## src/pcmc_pkg.sv

```systemverilog
/*
  Shared constants and carriers for the power and clock mode controller.
  Assumes a 32-bit APB register bus and a single 250 MHz reference clock.
*/
`default_nettype none
package pcmc_pkg;
  // ==========================================================
  // Register offsets (byte addresses)
  localparam logic [7:0]  PCMC_OFF_PWR    = 8'h00;
  localparam logic [7:0]  PCMC_OFF_SLOW   = 8'h04;
  localparam logic [7:0]  PCMC_OFF_RADIO  = 8'h08;
  localparam logic [7:0]  PCMC_OFF_MODEM  = 8'h0c;
  localparam logic [7:0]  PCMC_OFF_EXTINT = 8'h10;
  localparam logic [7:0]  PCMC_OFF_STATUS = 8'h14;
  // ==========================================================
  // Field positions and reset values
  localparam int          PCMC_RANGE_W    = 3;
  localparam logic [15:0] PCMC_RESET_VEC  = 16'h0000;
  localparam int          PCMC_SYNC_DEPTH = 3;
  localparam int          PCMC_SW_TICKS   = 2;
  // ==========================================================
  // Carriers
  typedef struct packed {
    logic smod0;
    logic gf1;
    logic gf0;
    logic stop;
    logic idle;
  } pcmc_pwr_t;
  localparam pcmc_pwr_t   PCMC_PWR_RST    = '{default: 1'b0};

  typedef struct packed {
    logic bypass;
    logic powerdown;
    logic cmode;
  } pcmc_slow_t;
  localparam pcmc_slow_t  PCMC_SLOW_RST   = '{bypass: 1'b0, powerdown: 1'b1, cmode: 1'b0};

  typedef struct packed {
    logic rx_req;
    logic main_osc_bias_powerdown;
    logic main_osc_core_powerdown;
  } pcmc_radio_t;
  localparam pcmc_radio_t PCMC_RADIO_RST  = '{default: 1'b0};

  typedef enum logic [1:0] {
    PCMC_ACTIVE = 2'b00,
    PCMC_IDLE   = 2'b01,
    PCMC_STOP   = 2'b10
  } pcmc_state_t;
endpackage
`default_nettype wire

```

## src/pcmc_pin_sync.sv

```systemverilog
/*
  Three-stage synchroniser for pins from outside the ref_clk domain.
  The level changes only once stages two and three agree; rise and fall
  are one-cycle pulses. Assumes an asynchronous active-low reset.
*/
`timescale 1ns/1ps
`default_nettype none
module pcmc_pin_sync
  import pcmc_pkg::*;
#(
  parameter int W        = 1,
  parameter logic [W-1:0] RST_VAL = '0
) (
  // Clock and reset
  input  wire logic         ref_clk,
  input  wire logic         reset_n,
  // Pins and result
  input  wire logic [W-1:0] pin_in,
  output var  logic [W-1:0] level_ff,
  output var  logic [W-1:0] rise_ff,
  output var  logic [W-1:0] fall_ff
);
  logic [W-1:0] s1_ff;
  logic [W-1:0] s2_ff;
  logic [W-1:0] s3_ff;
  wire  [W-1:0] agree = ~(s2_ff ^ s3_ff);
  wire  [W-1:0] nxt_level = (agree & s3_ff) | (~agree & level_ff);

  always_ff @(posedge ref_clk or negedge reset_n) begin
    if (!reset_n) begin
      s1_ff    <= RST_VAL;
      s2_ff    <= RST_VAL;
      s3_ff    <= RST_VAL;
      level_ff <= RST_VAL;
      rise_ff  <= '0;
      fall_ff  <= '0;
    end else begin
      s1_ff    <= pin_in;
      s2_ff    <= s1_ff;
      s3_ff    <= s2_ff;
      level_ff <= nxt_level;
      rise_ff  <= nxt_level & ~level_ff;
      fall_ff  <= ~nxt_level & level_ff;
    end
  end
endmodule
`default_nettype wire

```

## src/pcmc_clk_switch.sv

```systemverilog
/*
  Glitch-free selection between main and slow oscillator ticks.
  Ticks are one-cycle pulses marking rising edges of each oscillator.
  Assumes sel is a register of the same clock domain.
*/
`timescale 1ns/1ps
`default_nettype none
module pcmc_clk_switch
  import pcmc_pkg::*;
(
  // Clock and reset
  input  wire logic ref_clk,
  input  wire logic reset_n,
  input  wire logic soft_clr,
  // Oscillator ticks and select
  input  wire logic main_tick,
  input  wire logic slow_tick,
  input  wire logic sel,
  // Result
  output var  logic mode_ff,
  output var  logic busy_ff,
  output var  logic tick_ff
);
  logic       old_off_ff;
  logic [1:0] cnt_ff;
  wire        old_tick = mode_ff ? slow_tick : main_tick;
  wire        new_tick = mode_ff ? main_tick : slow_tick;
  wire        req      = sel != mode_ff;
  wire        done     = old_off_ff && new_tick && (cnt_ff == 2'(PCMC_SW_TICKS - 1));

  // The old source is stopped on its own edge before the new one is counted,
  // so no shortened period is ever passed on.
  always_ff @(posedge ref_clk or negedge reset_n) begin
    if (!reset_n) begin
      mode_ff    <= 1'b0;
      busy_ff    <= 1'b0;
      old_off_ff <= 1'b0;
      cnt_ff     <= 2'h0;
      tick_ff    <= 1'b0;
    end else if (soft_clr) begin
      mode_ff    <= 1'b0;
      busy_ff    <= 1'b0;
      old_off_ff <= 1'b0;
      cnt_ff     <= 2'h0;
      tick_ff    <= 1'b0;
    end else begin
      busy_ff <= req && !done;
      tick_ff <= !req && old_tick;
      if (!req) begin
        old_off_ff <= 1'b0;
        cnt_ff     <= 2'h0;
      end else if (!old_off_ff) begin
        old_off_ff <= old_tick;
      end else if (new_tick) begin
        cnt_ff <= cnt_ff + 2'h1;
        if (done) begin
          mode_ff    <= sel;
          old_off_ff <= 1'b0;
          cnt_ff     <= 2'h0;
        end
      end
    end
  end
endmodule
`default_nettype wire

```

## src/pcmc_top.sv

```systemverilog
/*
  Power and clock mode controller: idle and power-down sequencing, clock tree
  enables, external interrupt capture and glitch-free clock mode switching.
  Assumes an APB master, a core that pulses instr_done per instruction and
  reports enabled pending interrupts, and oscillator outputs as plain pins.
*/
// What this block does
// Idle after the requesting instruction: core halts, state kept, peripherals run.
// An enabled interrupt in idle clears the idle bit and ends idle.
// After the service routine, execution resumes after the idle instruction.
// Any reset in idle or power-down clears registers; fetch restarts at zero.
// Power-down stops core and peripheral clocks; converter clock keeps running.
// In power-down the converter may raise a reset that ends it.
// The stop bit never switches off either oscillator.
// Power-down ends only through reset or power cycle, never interrupts.
// External pins wake from idle but not from power-down.
// Enabled external pulses longer than eight cycles always set a request.
// Select bit 0 picks the main crystal clock, 1 the slow clock.
// After reset: main clock running, slow oscillator powered down.
// Software powers the slow oscillator up 160 ms before selecting it.
// Bypass takes an external slow clock from the slow oscillator pin.
// Switch to slow clock is glitch-free within two to three slow periods.
// Software may power down the main oscillator only while on the slow clock.
// The receiver cannot be activated while the slow clock is selected.
// Software programs the 3-bit crystal range code to match the crystal.
// For least current software turns converter and oscillators off instead.
// On the slow clock software should combine idle with flash power control.
// Return to main clock: power up, wait 5 ms, clear select; 2-3 periods.
// Select is synchronised; old clock stops before the new clock starts.
`timescale 1ns/1ps
`default_nettype none
module pcmc_top
  import pcmc_pkg::*;
(
  // Clock and reset
  input  wire logic                    ref_clk,
  input  wire logic                    reset_n,
  // APB slave
  input  wire logic                    psel,
  input  wire logic                    penable,
  input  wire logic                    pwrite,
  input  wire logic [7:0]              paddr,
  input  wire logic [31:0]             pwdata,
  output var  logic [31:0]             prdata_ff,
  output var  logic                    pready_ff,
  output var  logic                    pslverr_ff,
  // Core handshake
  input  wire logic                    instr_done,
  input  wire logic                    core_irq_req,
  input  wire logic                    adc_reset_req,
  output var  logic                    core_halt_ff,
  output var  logic                    idle_wake_ff,
  output var  logic                    fetch_restart_ff,
  output var  logic [15:0]             restart_vector_ff,
  // Oscillator pins
  input  wire logic                    main_osc_pin,
  input  wire logic                    slow_osc_internal,
  input  wire logic                    slow_osc_input_pin,
  output var  logic                    slow_osc_powerdown_ff,
  output var  logic                    slow_osc_bypass_ff,
  output var  logic                    main_osc_core_powerdown_ff,
  output var  logic                    main_osc_bias_powerdown_ff,
  // Clock tree enables
  output var  logic                    core_clk_en_ff,
  output var  logic                    periph_clk_en_ff,
  output var  logic                    adc_clk_en_ff,
  // External interrupts and radio
  input  wire logic [1:0]              ext_int_n_pin,
  output var  logic [1:0]              ext_irq_ff,
  output var  logic                    rx_enable_ff,
  output var  logic [PCMC_RANGE_W-1:0] crystal_range_code_ff
);
  // ==========================================================
  // Register state
  pcmc_pwr_t                power_control_reg_ff;
  pcmc_slow_t               slow_osc_control_reg_ff;
  pcmc_radio_t              radio_main_control_reg_ff;
  logic [PCMC_RANGE_W-1:0]  modem_config_reg_ff;
  logic [3:0]               ext_ctrl_ff;
  pcmc_state_t              state_ff;
  logic                     soft_clr_ff;

  // ==========================================================
  // Bus decode
  wire        bus_access = psel && penable;
  wire        wr_go      = bus_access && pready_ff && pwrite;
  wire        hit_pwr    = paddr == PCMC_OFF_PWR;
  wire        hit_slow   = paddr == PCMC_OFF_SLOW;
  wire        hit_radio  = paddr == PCMC_OFF_RADIO;
  wire        hit_modem  = paddr == PCMC_OFF_MODEM;
  wire        hit_ext    = paddr == PCMC_OFF_EXTINT;
  wire        hit_stat   = paddr == PCMC_OFF_STATUS;
  wire        mapped     = hit_pwr | hit_slow | hit_radio | hit_modem | hit_ext | hit_stat;
  wire        wr_pwr     = wr_go && hit_pwr;
  wire        wr_slow    = wr_go && hit_slow;
  wire        wr_radio   = wr_go && hit_radio;
  wire        wr_modem   = wr_go && hit_modem;
  wire        wr_ext     = wr_go && hit_ext;

  // ==========================================================
  // Pins and oscillator ticks
  logic       main_tick;
  logic       slow_tick;
  logic [1:0] ext_lvl;
  logic [1:0] ext_fall;
  logic       sw_mode;
  logic       sw_busy;
  logic       sys_tick;
  wire        slow_src = slow_osc_control_reg_ff.bypass ? slow_osc_input_pin : slow_osc_internal;

  pcmc_pin_sync #(.W(2), .RST_VAL(2'h0)) u_osc_sync (
    .ref_clk  (ref_clk),
    .reset_n  (reset_n),
    .pin_in   ({slow_src, main_osc_pin}),
    .level_ff (),
    .rise_ff  ({slow_tick, main_tick}),
    .fall_ff  ()
  );

  pcmc_pin_sync #(.W(2), .RST_VAL(2'h3)) u_ext_sync (
    .ref_clk  (ref_clk),
    .reset_n  (reset_n),
    .pin_in   (ext_int_n_pin),
    .level_ff (ext_lvl),
    .rise_ff  (),
    .fall_ff  (ext_fall)
  );

  // A powered-down source gives no ticks; bypass ignores the slow power-down.
  wire main_ok   = !(radio_main_control_reg_ff.main_osc_core_powerdown || radio_main_control_reg_ff.main_osc_bias_powerdown);
  wire slow_ok   = !slow_osc_control_reg_ff.powerdown || slow_osc_control_reg_ff.bypass;

  pcmc_clk_switch u_switch (
    .ref_clk   (ref_clk),
    .reset_n   (reset_n),
    .soft_clr  (soft_clr_ff),
    .main_tick (main_tick && main_ok),
    .slow_tick (slow_tick && slow_ok),
    .sel       (slow_osc_control_reg_ff.cmode),
    .mode_ff   (sw_mode),
    .busy_ff   (sw_busy),
    .tick_ff   (sys_tick)
  );

  // ==========================================================
  // External interrupt capture
  // Enable bits [1:0], edge mode bits [3:2]; flags clear by writing one to [5:4].
  // The synchroniser catches any low pulse of two or more cycles, well inside eight.
  wire [1:0] ext_en     = ext_ctrl_ff[1:0];
  wire [1:0] ext_edge   = ext_ctrl_ff[3:2];
  wire [1:0] ext_set    = ext_en & ((ext_edge & ext_fall) | (~ext_edge & ~ext_lvl));
  wire [1:0] ext_clr    = {2{wr_ext}} & pwdata[5:4];
  wire [1:0] nxt_ext    = ext_set | (ext_irq_ff & ~ext_clr);

  // ==========================================================
  // Power state sequencing
  wire         reset_evt   = adc_reset_req;
  wire         wake        = core_irq_req || (|(ext_irq_ff & ext_en));
  pcmc_state_t nxt_state;
  always_comb begin
    nxt_state = state_ff;
    unique case (state_ff)
      PCMC_ACTIVE: begin
        if (instr_done && power_control_reg_ff.stop) begin
          nxt_state = PCMC_STOP;
        end else if (instr_done && power_control_reg_ff.idle) begin
          nxt_state = PCMC_IDLE;
        end
      end
      PCMC_IDLE: begin
        if (wake) begin
          nxt_state = PCMC_ACTIVE;
        end
      end
      PCMC_STOP: begin
        nxt_state = PCMC_STOP;
      end
      default: begin
        nxt_state = PCMC_ACTIVE;
      end
    endcase
  end

  always_ff @(posedge ref_clk or negedge reset_n) begin
    if (!reset_n) begin
      state_ff         <= PCMC_ACTIVE;
      soft_clr_ff      <= 1'b0;
      idle_wake_ff     <= 1'b0;
      fetch_restart_ff <= 1'b0;
    end else begin
      soft_clr_ff      <= reset_evt;
      fetch_restart_ff <= soft_clr_ff;
      idle_wake_ff     <= !reset_evt && state_ff == PCMC_IDLE && wake;
      state_ff         <= reset_evt ? PCMC_ACTIVE : nxt_state;
    end
  end

  // ==========================================================
  // Software registers
  // The stop bit touches neither oscillator power-down; those follow software writes and converter resets only.
  always_ff @(posedge ref_clk or negedge reset_n) begin
    if (!reset_n) begin
      power_control_reg_ff      <= PCMC_PWR_RST;
      slow_osc_control_reg_ff   <= PCMC_SLOW_RST;
      radio_main_control_reg_ff <= PCMC_RADIO_RST;
      modem_config_reg_ff       <= '0;
      ext_ctrl_ff               <= 4'h0;
      ext_irq_ff                <= 2'h0;
    end else if (soft_clr_ff) begin
      power_control_reg_ff      <= PCMC_PWR_RST;
      slow_osc_control_reg_ff   <= PCMC_SLOW_RST;
      radio_main_control_reg_ff <= PCMC_RADIO_RST;
      modem_config_reg_ff       <= '0;
      ext_ctrl_ff               <= 4'h0;
      ext_irq_ff                <= 2'h0;
    end else begin
      ext_irq_ff <= nxt_ext;
      if (wr_pwr) begin
        power_control_reg_ff <= pcmc_pwr_t'({pwdata[7], pwdata[3:0]});
      end else if (state_ff == PCMC_IDLE && wake) begin
        power_control_reg_ff.idle <= 1'b0;
      end
      if (wr_slow) begin
        slow_osc_control_reg_ff <= pcmc_slow_t'(pwdata[2:0]);
      end
      if (wr_radio) begin
        radio_main_control_reg_ff <= pcmc_radio_t'(pwdata[2:0]);
      end
      if (wr_modem) begin
        modem_config_reg_ff <= pwdata[PCMC_RANGE_W-1:0];
      end
      if (wr_ext) begin
        ext_ctrl_ff <= pwdata[3:0];
      end
    end
  end

  // ==========================================================
  // Read mux and APB answer
  logic [31:0] rd_data;
  assign rd_data =
      hit_pwr   ? {24'h0, power_control_reg_ff.smod0, 3'h3, power_control_reg_ff.gf1,
                   power_control_reg_ff.gf0, power_control_reg_ff.stop, power_control_reg_ff.idle} :
      hit_slow  ? {29'h0, slow_osc_control_reg_ff} :
      hit_radio ? {29'h0, radio_main_control_reg_ff} :
      hit_modem ? {{(32 - PCMC_RANGE_W){1'b0}}, modem_config_reg_ff} :
      hit_ext   ? {26'h0, ext_irq_ff, ext_ctrl_ff} :
      hit_stat  ? {28'h0, sw_busy, sw_mode, state_ff} :
                  32'h0000_0000;

  always_ff @(posedge ref_clk or negedge reset_n) begin
    if (!reset_n) begin
      pready_ff  <= 1'b0;
      pslverr_ff <= 1'b0;
      prdata_ff  <= 32'h0000_0000;
    end else begin
      pready_ff  <= bus_access && !pready_ff;
      pslverr_ff <= bus_access && !pready_ff && !mapped;
      if (bus_access && !pready_ff) begin
        prdata_ff <= pwrite ? 32'h0000_0000 : rd_data;
      end
    end
  end

  // ==========================================================
  // Clock tree enables and pin-facing outputs
  always_ff @(posedge ref_clk or negedge reset_n) begin
    if (!reset_n) begin
      core_halt_ff               <= 1'b0;
      core_clk_en_ff             <= 1'b0;
      periph_clk_en_ff           <= 1'b0;
      adc_clk_en_ff              <= 1'b0;
      rx_enable_ff               <= 1'b0;
      restart_vector_ff          <= PCMC_RESET_VEC;
      slow_osc_powerdown_ff      <= 1'b1;
      slow_osc_bypass_ff         <= 1'b0;
      main_osc_core_powerdown_ff <= 1'b0;
      main_osc_bias_powerdown_ff <= 1'b0;
      crystal_range_code_ff      <= '0;
    end else begin
      core_halt_ff               <= state_ff != PCMC_ACTIVE;
      core_clk_en_ff             <= sys_tick && state_ff == PCMC_ACTIVE;
      periph_clk_en_ff           <= sys_tick && state_ff != PCMC_STOP;
      adc_clk_en_ff              <= sys_tick;
      rx_enable_ff               <= radio_main_control_reg_ff.rx_req &&
                                    !sw_mode && !slow_osc_control_reg_ff.cmode;
      restart_vector_ff          <= PCMC_RESET_VEC;
      slow_osc_powerdown_ff      <= slow_osc_control_reg_ff.powerdown;
      slow_osc_bypass_ff         <= slow_osc_control_reg_ff.bypass;
      main_osc_core_powerdown_ff <= radio_main_control_reg_ff.main_osc_core_powerdown;
      main_osc_bias_powerdown_ff <= radio_main_control_reg_ff.main_osc_bias_powerdown;
      crystal_range_code_ff      <= modem_config_reg_ff;
    end
  end
endmodule
`default_nettype wire

```

## config.mk

```make
export PLATFORM = sky130hd
export DESIGN_NAME = pcmc_top
export DESIGN_NICKNAME = d
export VERILOG_FILES = /design/src/pcmc_pkg.sv /design/src/pcmc_pin_sync.sv /design/src/pcmc_clk_switch.sv /design/src/pcmc_top.sv
export SDC_FILE = /design/constraint.sdc
export NUM_CORES = 1
export LEC_CHECK = 0
export BUFFER_PORTS_ARGS = -buffer_cell sky130_fd_sc_hd__buf_2
export CORE_MARGIN = 2
export CORE_UTILIZATION = 43
export DETAILED_ROUTE_END_ITERATION = 10
export HOLD_SLACK_MARGIN = 0.02
export PLACE_DENSITY = 0.77
export SYNTH_ARGS = -nofsm -noshare
export SYNTH_HDL_FRONTEND = slang
export SYNTH_SLANG_ARGS = --single-unit
```

## constraint.sdc

```tcl
create_clock -name ref_clk -period 2.2 [get_ports ref_clk]
set_input_delay 0 -clock ref_clk [delete_from_list [all_inputs] [get_ports ref_clk]]
set_output_delay 0 -clock ref_clk [all_outputs]
set_load 0.005 [all_outputs]
```

==> flow_summary.yaml, run 1 <==
worst_setup_path:
  path_cells: "and4_1 > nand4_1 > o21ai_0 > a21oi_1"
  crit_family: "simple AND/OR/NAND/NOR gates"
  worstSetupPathDepth: 4
  worstPathMaxFanout: 10
  worst-r2r-setup-slack_ps: 610
  reg2regPathDepth: 4
  cp-end-kind: "flip-flop"
  cp_slowest_cell: "and4_1"
  crit_type: "flip-flop to flip-flop"
  crit_required_ps: 2440
  crit_path_start: "pready_ff$_DFF_PN0_"
  critPathMaxStageDelay_ps: 450
  r2r_end: "ext_irq_ff[1]$_DFF_PN0_"
  r2r_start: "pready_ff$_DFF_PN0_"
  critPathArrivalTime_ps: 1820
  crit_end: "ext_irq_ff[1]$_DFF_PN0_"
  cp-start-kind: "flip-flop"
  critPathBufInv: 0
power_and_ir_drop:
  powerDensity_nw_per_um2: 660
  ir_drop_mv: 0.296
  leakage_nw: 1.84
  report.power.total_w: 0.00256
worst_hold_path:
  hold_class: "input port to flip-flop"
logic_synthesis:
  synth_area_leaders: "dfrtp_1 (46%), buf_4 (9.6%), dfstp_2 (7.8%)"
  syn_area_per_cell_sq_um: 10.4
  synthArstFlopShare: 1.00
  synth_fa_ha_area_frac: 0.0119
  ys_seq_elements: 72
  synth_mux_area_frac: 0.0246
  yosysSeqAreaShare: 0.540
  synth_cell_type_count: 45
  synth_compound_area_frac: 0.121
  synthXorXnorAreaFrac: 0.00261
  ys_warn_count: 0
  synth_top_cell_area_share: 0.462
  synth_top_family_by_area: "simple AND/OR/NAND/NOR gates"
  yosys.area.top_type: "dfrtp_1"
  syn_area_sq_um: 3360
  synth_edf_count: 0
  synth_simple_gate_area_frac: 0.168
  ys.flop_type: "dfrtp_1"
  synthCells: 324
floorplan:
  start_util: 0.439
  dieArea_sq_um: 8540
  num_rows: 32
  fp.dieH_um: 92.4
  die_width_um: 92.4
  placeableCoreArea_sq_um: 7650
  pin_count: 119
global_route:
  overflow: 0
  grt_pass1_wl_mm: 11.3
  antenna_found_initial: 0
  grt_max_degree: 73
  grt_pass1_vias: 2347
  grt_use_total: 0.171
placed_design:
  dp_hpwl_mm: 4.84
  dp.cells: 465
  place_congestion: 0.951
  port_buffers: 52
route:
  drt_iter0_markers: 110
  wl_mm: 6.87
  drc_errors: 0
  viasPerCell: 5.01
  route.detailed.wl_per_inst_um: 13.8
  ant_nets: 0
  route.vias.total: 2489
  first_pass_iters: 4
final_layout:
  instances_no_fill: 497
  insertedDiodeCount: 0
  finalNetCount: 443
  final_common_cell: "dfrtp_1"
  drive_gt1_frac: 0.223
  area_growth_pct: 15.6
  final_cell_mix: "dfrtp_1 (62), buf_2 (52), conb_1 (41)"
sta:
  min_period_ps: 1590
  rsz0062_at_grt: "no"
  slew_violations: 0
  min_period_over_period: 0.721
  finalHoldViolCount: 0
  skew_ps: 13.3
  tns_ps: 0
  setup_viol: 0
  clock.fmax_mhz: 631
clock_tree:
  post_cts_buffers: 0
  path_clk_slew_ps: 80
  cts_max_level: 3
  cts_tree: "done"
  clk_latency_ps: 350
  ctsRootBufferMaster: "clkbuf_8"
  cts_made_buffers: 9
  clock-sinks: 72
  clockBufferDepth: 2
flow_run:
  drv_cap: 0
outcome:
  outcome: "finished, final reports clean"
[Yosys cell counts (all sizes together), types with 3 or more instances]
cell type / count
dfrtp: 62
buf: 51
a21oi: 28
nand2: 23
nand3: 22
o21ai: 21
nor2: 15
inv: 13
dfstp: 10
nor2b: 8
nor3b: 8
mux2i: 6
nor3: 6
o221ai: 6
a31oi: 5
maj3: 4
nand4: 4
and3: 3
clkbuf: 3
or2: 3
[area by class of cell]
class                      count  area, sq um
clock buffer                  10          128
clock inverter                 6         60.1
fill                         723         3760
inverter                      13         48.8
multi-input combinational    224         1260
sequential                    72         1810
tap                          102          128
timing repair buffer          70          448
[where the power goes]
part	total (W)	switching, W	internal (W)	leakage [nW]
clock network	0.000997	0.000479	0.000518	0.0937
registers	0.00138	0.0000173	0.00136	0.944
logic	0.000190	0.000115	0.0000747	0.807
total	0.00256	0.000611	0.00195	1.84
[state kept, by name (all words and copies together), names as in the netlist, 3 cells and up]
| name | cells |
|---|---|
| modem_config_reg_ff | 3 |
| power_control_reg_ff | 5 |
| ext_ctrl_ff | 4 |
| slow_osc_control_reg_ff | 3 |
| prdata_ff | 7 |
| crystal_range_code_ff | 3 |
| radio_main_control_reg_ff | 3 |
[metrics by stage]
step	utilization	hold slack, ps	setup WS [ps]	instance area, sq um
finish	0.508	63.6	614	3880
global route	0.508	57.5	515	3880
CTS	0.508	35.5	636	3880
detailed placement	0.463	55.1	639	3540
global placement	0.463	50.4	663	3540
floorplan	-	-296	926	3510
[cell families after synthesis]
logic type,count (synthesis)
compound gates,69
simple gates,101
mux,8
other cells,1
flops,72
buf+inv,68
xor+xnor,1
fa+ha+maj,4
[worst register-to-register path, cell delays in order, from the launching register on]
cell and delay [ps]:
dfrtp_1 370, and4_1 450, nand4_1 320, o21ai_0 250, a21oi_1 90
[routing by layer]
metal	wire length [um]	vias to the layer above	track usage
met2	3340	86	0.273
met1	3060	1209	0.216
met3	363	10	0.0504
li1	-	1184	-
met5	0	-	0
met4	99	0	0.0734
[worst min-delay path by stage]
stage	from	end	slack (ps)	cells past startpoint
after global routing	core_irq_req	state_ff[0]$_DFFE_PN0P_	60	3
after CTS	core_irq_req	state_ff[0]$_DFFE_PN0P_	40	3
after floorplan	reset_n	adc_clk_en_ff$_DFF_PN0_	-300	0
after global placement	reset_n	fetch_restart_ff$_DFF_PN0_	50	2
after detailed placement	reset_n	fetch_restart_ff$_DFF_PN0_	60	2
final	core_irq_req	state_ff[0]$_DFFE_PN0P_	60	3
[timing repair]
item                                   4_1_cts  5_1_grt
endpoints found under the hold margin      105        0
hold buffers                                16        0
resized for setup                            0        0
(Power assumes the default switching activity.)
==> run 2: changes to the inputs <==
Clock period 2.2 ns to 1.5 ns, I/O delays scaled along.
==> flow_summary.yaml, run 2 (synthesis results as in run 1) <==
worst_setup_path:
  worstPathMaxFanout: 4
  critPathBufInv: 2
  critPathMaxStageDelay_ps: 550
  crit_family: "buffers and inverters"
  cp-end-kind: "flip-flop"
  crit_required_ps: 1730
  path_cells: "buf_4 > mux2_2 > dlygate4sd3_1"
  cp_slowest_cell: "dlygate4sd3_1"
  critPathArrivalTime_ps: 1680
  cp-start-kind: "flip-flop"
  crit_type: "flip-flop to flip-flop"
final_layout:
  final_common_cell: "dfrtp_1"
  largest_reg_flops: 7
  insertedDiodeCount: 0
  reg_top3: "prdata_ff x7, power_control_reg_ff x5, ext_ctrl_ff x4"
  finalNetCount: 453
  final_cell_mix: "dfrtp_1 (62), buf_2 (52), conb_1 (41)"
  largest_register: "prdata_ff"
  fillers: 680
  design_area_sq_um: 4000
  area_growth_pct: 19.0
  drive_gt1_frac: 0.252
route:
  route.vias.total: 2511
  wl_mm: 6.99
  first_pass_iters: 4
  ant_nets: 0
  route.detailed.wl_per_inst_um: 13.8
  viasPerCell: 4.95
  drc_errors: 0
  drt_iter0_markers: 142
global_route:
  grt_pass1_vias: 2395
  antenna_found_initial: 0
  grt_use_total: 0.170
  overflow: 0
  grt.busiest_layer: "met2"
  grt_pass1_wl_mm: 11.4
  grtUsageMet3: 0.0423
  grt_max_degree: 29
  grtUsageMet1: 0.228
  gr-usage-met2: 0.271
power_and_ir_drop:
  leakage_nw: 1.91
  ir_drop_mv: 0.366
  powerDensity_nw_per_um2: 969
placed_design:
  port_buffers: 52
  dp_hpwl_mm: 5.17
  postPlaceCellArea_sq_um: 3620
  place_congestion: 0.911
sta:
  rsz0062_at_grt: "no"
  relSlewSlack: 0.608
  setup_viol: 0
  tns_ps: 0
  worst_pin_slew_ps: 588
  min_period_ps: 1450
  finalHoldViolCount: 0
  skew_ps: 11.9
  min_period_over_period: 0.964
  slew_violations: 0
  clock.fmax_mhz: 691
worst_hold_path:
  hold_class: "input port to flip-flop"
clock_tree:
  clockBufferDepth: 2
  path_clk_slew_ps: 80
  cts_max_level: 3
  cts_tree: "done"
  clk_latency_ps: 340
  ctsRootBufferMaster: "clkbuf_8"
  cts_made_buffers: 9
  clock-sinks: 72
  post_cts_buffers: 0
flow_run:
  drv_cap: 0
outcome:
  outcome: "finished, final reports clean"
floorplan:
  pin_count: 119
  fp.dieH_um: 92.4
  num_rows: 32
  placeableCoreArea_sq_um: 7650
  dieArea_sq_um: 8540
  die_width_um: 92.4
  start_util: 0.439
==> run 2: cell count changes in the layout (fill, tap and decap cells not counted), sizes merged <==
cell / before / now
buf: 54 / 64
clkbuf: 10 / 11
clkinv: 4 / 2
clkinvlp: 1 / 2
==> run 2: cell type report <==
type                    instances  area [sq um]  share of cell area
flip-flops and latches         72          1810               0.454
clock buffers                  11           151              0.0379
well taps                     102           128              0.0319
clock inverters                 5          55.1              0.0138
repair buffers                 80           536               0.134
multi-input cells             224          1270               0.317
inverters                      13          48.8              0.0122
==> run 2: per-stage QoR <==
stage,util,std cells,power (W),hold WS [ps],setup slack [ps]
after floorplan,-,364,0.00225,-296,226
after global placement,0.474,475,0.00231,22.4,108
after detailed placement,0.474,475,0.00232,37.8,97.4
after CTS,0.522,507,0.00392,21.6,55.6
after global routing,0.523,507,0.00405,31.2,16.1
final,0.523,507,0.00388,32.3,53.3
==> run 2: worst register-to-register path: cells and delay by family (launching register included) <==
| kind | cells | cell delay (ps) |
|---|---|---|
| buf+inv | 2 | 690 |
| mux | 1 | 320 |
| flops | 1 | 340 |
==> run 2: path summary, 6_finish.rpt <==
check	slack, ps	to	depth (start not counted)	startpoint
max	50	u_osc_sync.s1_ff[1]$_DFF_PN0_	3	slow_osc_control_reg_ff[2]$_DFFE_PN0P_
min	30	pslverr_ff$_DFF_PN0_	3	paddr[3]
max reg2reg	50	u_osc_sync.s1_ff[1]$_DFF_PN0_	3	slow_osc_control_reg_ff[2]$_DFFE_PN0P_
min reg2reg	360	u_ext_sync.s2_ff[0]$_DFF_PN1_	0	u_ext_sync.s1_ff[0]$_DFF_PN1_
max in group asynchronous	680	u_ext_sync.level_ff[1]$_DFF_PN1_	3	reset_n
min in group asynchronous	190	crystal_range_code_ff[1]$_DFF_PN0_	2	reset_n
==> run 2: layer usage <==
metal / part of all wire / routed length (um)
met5: 0 / 0
met3: 0.055 / 386
met2: 0.48 / 3370
met4: 0.014 / 99
met1: 0.45 / 3140
==> run 2: where the power goes <==
group	total, W	switching [W]	internal, W
clock network	0.00156	0.000709	0.000853
registers	0.00202	0.0000268	0.00199
logic	0.000293	0.000173	0.000120
==> run 2: timing repair <==
action                                  in CTS  in global routing
hold buffers                                16                  0
resized for setup                            0                  5
hold endpoints to repair                    48                  0
endpoints found under the setup margin       0                  6
==> run 3: changes to the inputs <==
Settings changed: HOLD_SLACK_MARGIN 0.02 to 0.05.
==> flow_summary.yaml, run 3 (synthesis results as in run 1) <==
power_and_ir_drop:
  powerDensity_nw_per_um2: 961
  ir_drop_mv: 0.360
  report.power.total_w: 0.00388
  leakage_nw: 1.94
global_route:
  grt_use_total: 0.170
  grtUsageMet3: 0.0415
  grt_max_degree: 29
  antenna_found_initial: 0
  grt_pass1_wl_mm: 11.5
  gr-usage-met2: 0.272
  grt_pass1_vias: 2394
  grtUsageMet1: 0.229
  overflow: 0
  grt.busiest_layer: "met2"
clock_tree:
  clock-sinks: 72
  ctsRootBufferMaster: "clkbuf_8"
  clk_latency_ps: 340
  cts_tree: "done"
  cts_made_buffers: 9
  cts_max_level: 3
  clockBufferDepth: 2
  path_clk_slew_ps: 80
sta:
  finalHoldViolCount: 0
  min_period_over_period: 0.963
  worst_pin_slew_ps: 592
  skew_ps: 11.9
  min_period_ps: 1440
  relSlewSlack: 0.605
  slew_violations: 0
  tns_ps: 0
  clock.fmax_mhz: 692
  setup_viol: 0
  rsz0062_at_grt: "no"
worst_setup_path:
  crit_type: "flip-flop to flip-flop"
  crit_required_ps: 1740
  critPathMaxStageDelay_ps: 550
  crit_family: "buffers and inverters"
  worstPathMaxFanout: 4
  crit_path_start: "slow_osc_control_reg_ff[2]$_DFFE_PN0P_"
  critPathBufInv: 2
  cp_slowest_cell: "dlygate4sd3_1"
  cp-start-kind: "flip-flop"
  r2r_start: "slow_osc_control_reg_ff[2]$_DFFE_PN0P_"
  cp-end-kind: "flip-flop"
  critPathArrivalTime_ps: 1680
  path_cells: "buf_4 > mux2_2 > dlygate4sd3_1"
route:
  route.detailed.wl_per_inst_um: 13.9
  ant_nets: 0
  viasPerCell: 4.90
  drt_iter0_markers: 137
  wl_mm: 7.10
  first_pass_iters: 4
  drc_errors: 0
  route.vias.total: 2508
flow_run:
  drv_cap: 0
placed_design:
  dp.cells: 475
  dp_hpwl_mm: 5.17
  port_buffers: 52
  place_congestion: 0.911
floorplan:
  placeableCoreArea_sq_um: 7650
  dieArea_sq_um: 8540
  pin_count: 119
  die_width_um: 92.4
  fp.dieH_um: 92.4
  num_rows: 32
  start_util: 0.439
worst_hold_path:
  worstHoldStart: "psel"
  hold_class: "input port to flip-flop"
final_layout:
  drive_gt1_frac: 0.259
  final_cell_mix: "dfrtp_1 (62), buf_2 (52), conb_1 (41)"
  instances_no_fill: 512
  seq_area_sq_um: 1810
  multiInputGateArea_sq_um: 1270
  reg_top3: "prdata_ff x7, power_control_reg_ff x5, ext_ctrl_ff x4"
  finalNetCount: 458
  area_growth_pct: 20.3
  insertedDiodeCount: 0
  largest_register: "prdata_ff"
  fin_util: 0.529
  largest_reg_flops: 7
  fillers: 682
  final_common_cell: "dfrtp_1"
outcome:
  outcome: "finished, final reports clean"
run 3: worst min-delay path: cells and delay by family:
kind	cells	cell delay, ps
and+or+nand+nor	1	200
buffers and inverters	2	170
run 3: stage by stage:
step / cell area, sq um / hold WS, ps / setup slack (ps)
6_report: 4040 / 65.2 / 55.7
5_1_grt: 4040 / 57.8 / 2.44
4_1_cts: 4010 / 51.7 / 55.6
3_5_place_dp: 3620 / 37.8 / 97.4
3_3_place_gp: 3620 / 22.4 / 108
2_1_floorplan: 3510 / -296 / 226
run 3: cell type report:
cell class | instances | share of cell area
multi-input combinational | 224 | 0.314
inverter | 13 | 0.0121
sequential | 72 | 0.449
clock buffer | 11 | 0.0374
clock inverter | 5 | 0.0136
timing repair buffer | 85 | 0.143
tap | 102 | 0.0316
run 3: worst paths after layout:
| path | to | cells after the start | slack, ps |
|---|---|---|---|
| worst min-delay path | pready_ff$_DFF_PN0_ | 3 | 70 |
| worst max register to register | u_osc_sync.s1_ff[1]$_DFF_PN0_ | 3 | 60 |
| worst min register to register | u_ext_sync.s2_ff[0]$_DFF_PN1_ | 0 | 360 |
| max in group asynchronous | u_ext_sync.level_ff[1]$_DFF_PN1_ | 3 | 680 |
| min in group asynchronous | crystal_range_code_ff[1]$_DFF_PN0_ | 2 | 190 |
| worst max-delay path | u_osc_sync.s1_ff[1]$_DFF_PN0_ | 3 | 60 |
run 3: timing repair:
action                                  in CTS  in global routing
hold buffers                                18                  0
buffers inserted                             0                  3
hold endpoints to repair                    56                  0
gates resized for setup                      0                  6
endpoints found under the setup margin       0                  7
run 3: per-layer routing:
metal,share of wire,wire [um]
met1,0.45,3210
met4,0.020,143
met2,0.47,3360
met3,0.054,381
met5,0,0
run 3: power breakdown:
group	switching (W)	internal, W	total, W	leakage, nW
registers	0.0000267	0.00199	0.00202	0.944
logic	0.000175	0.000123	0.000298	0.890
clock network	0.000712	0.000853	0.00156	0.101
total	0.000913	0.00297	0.00388	1.94
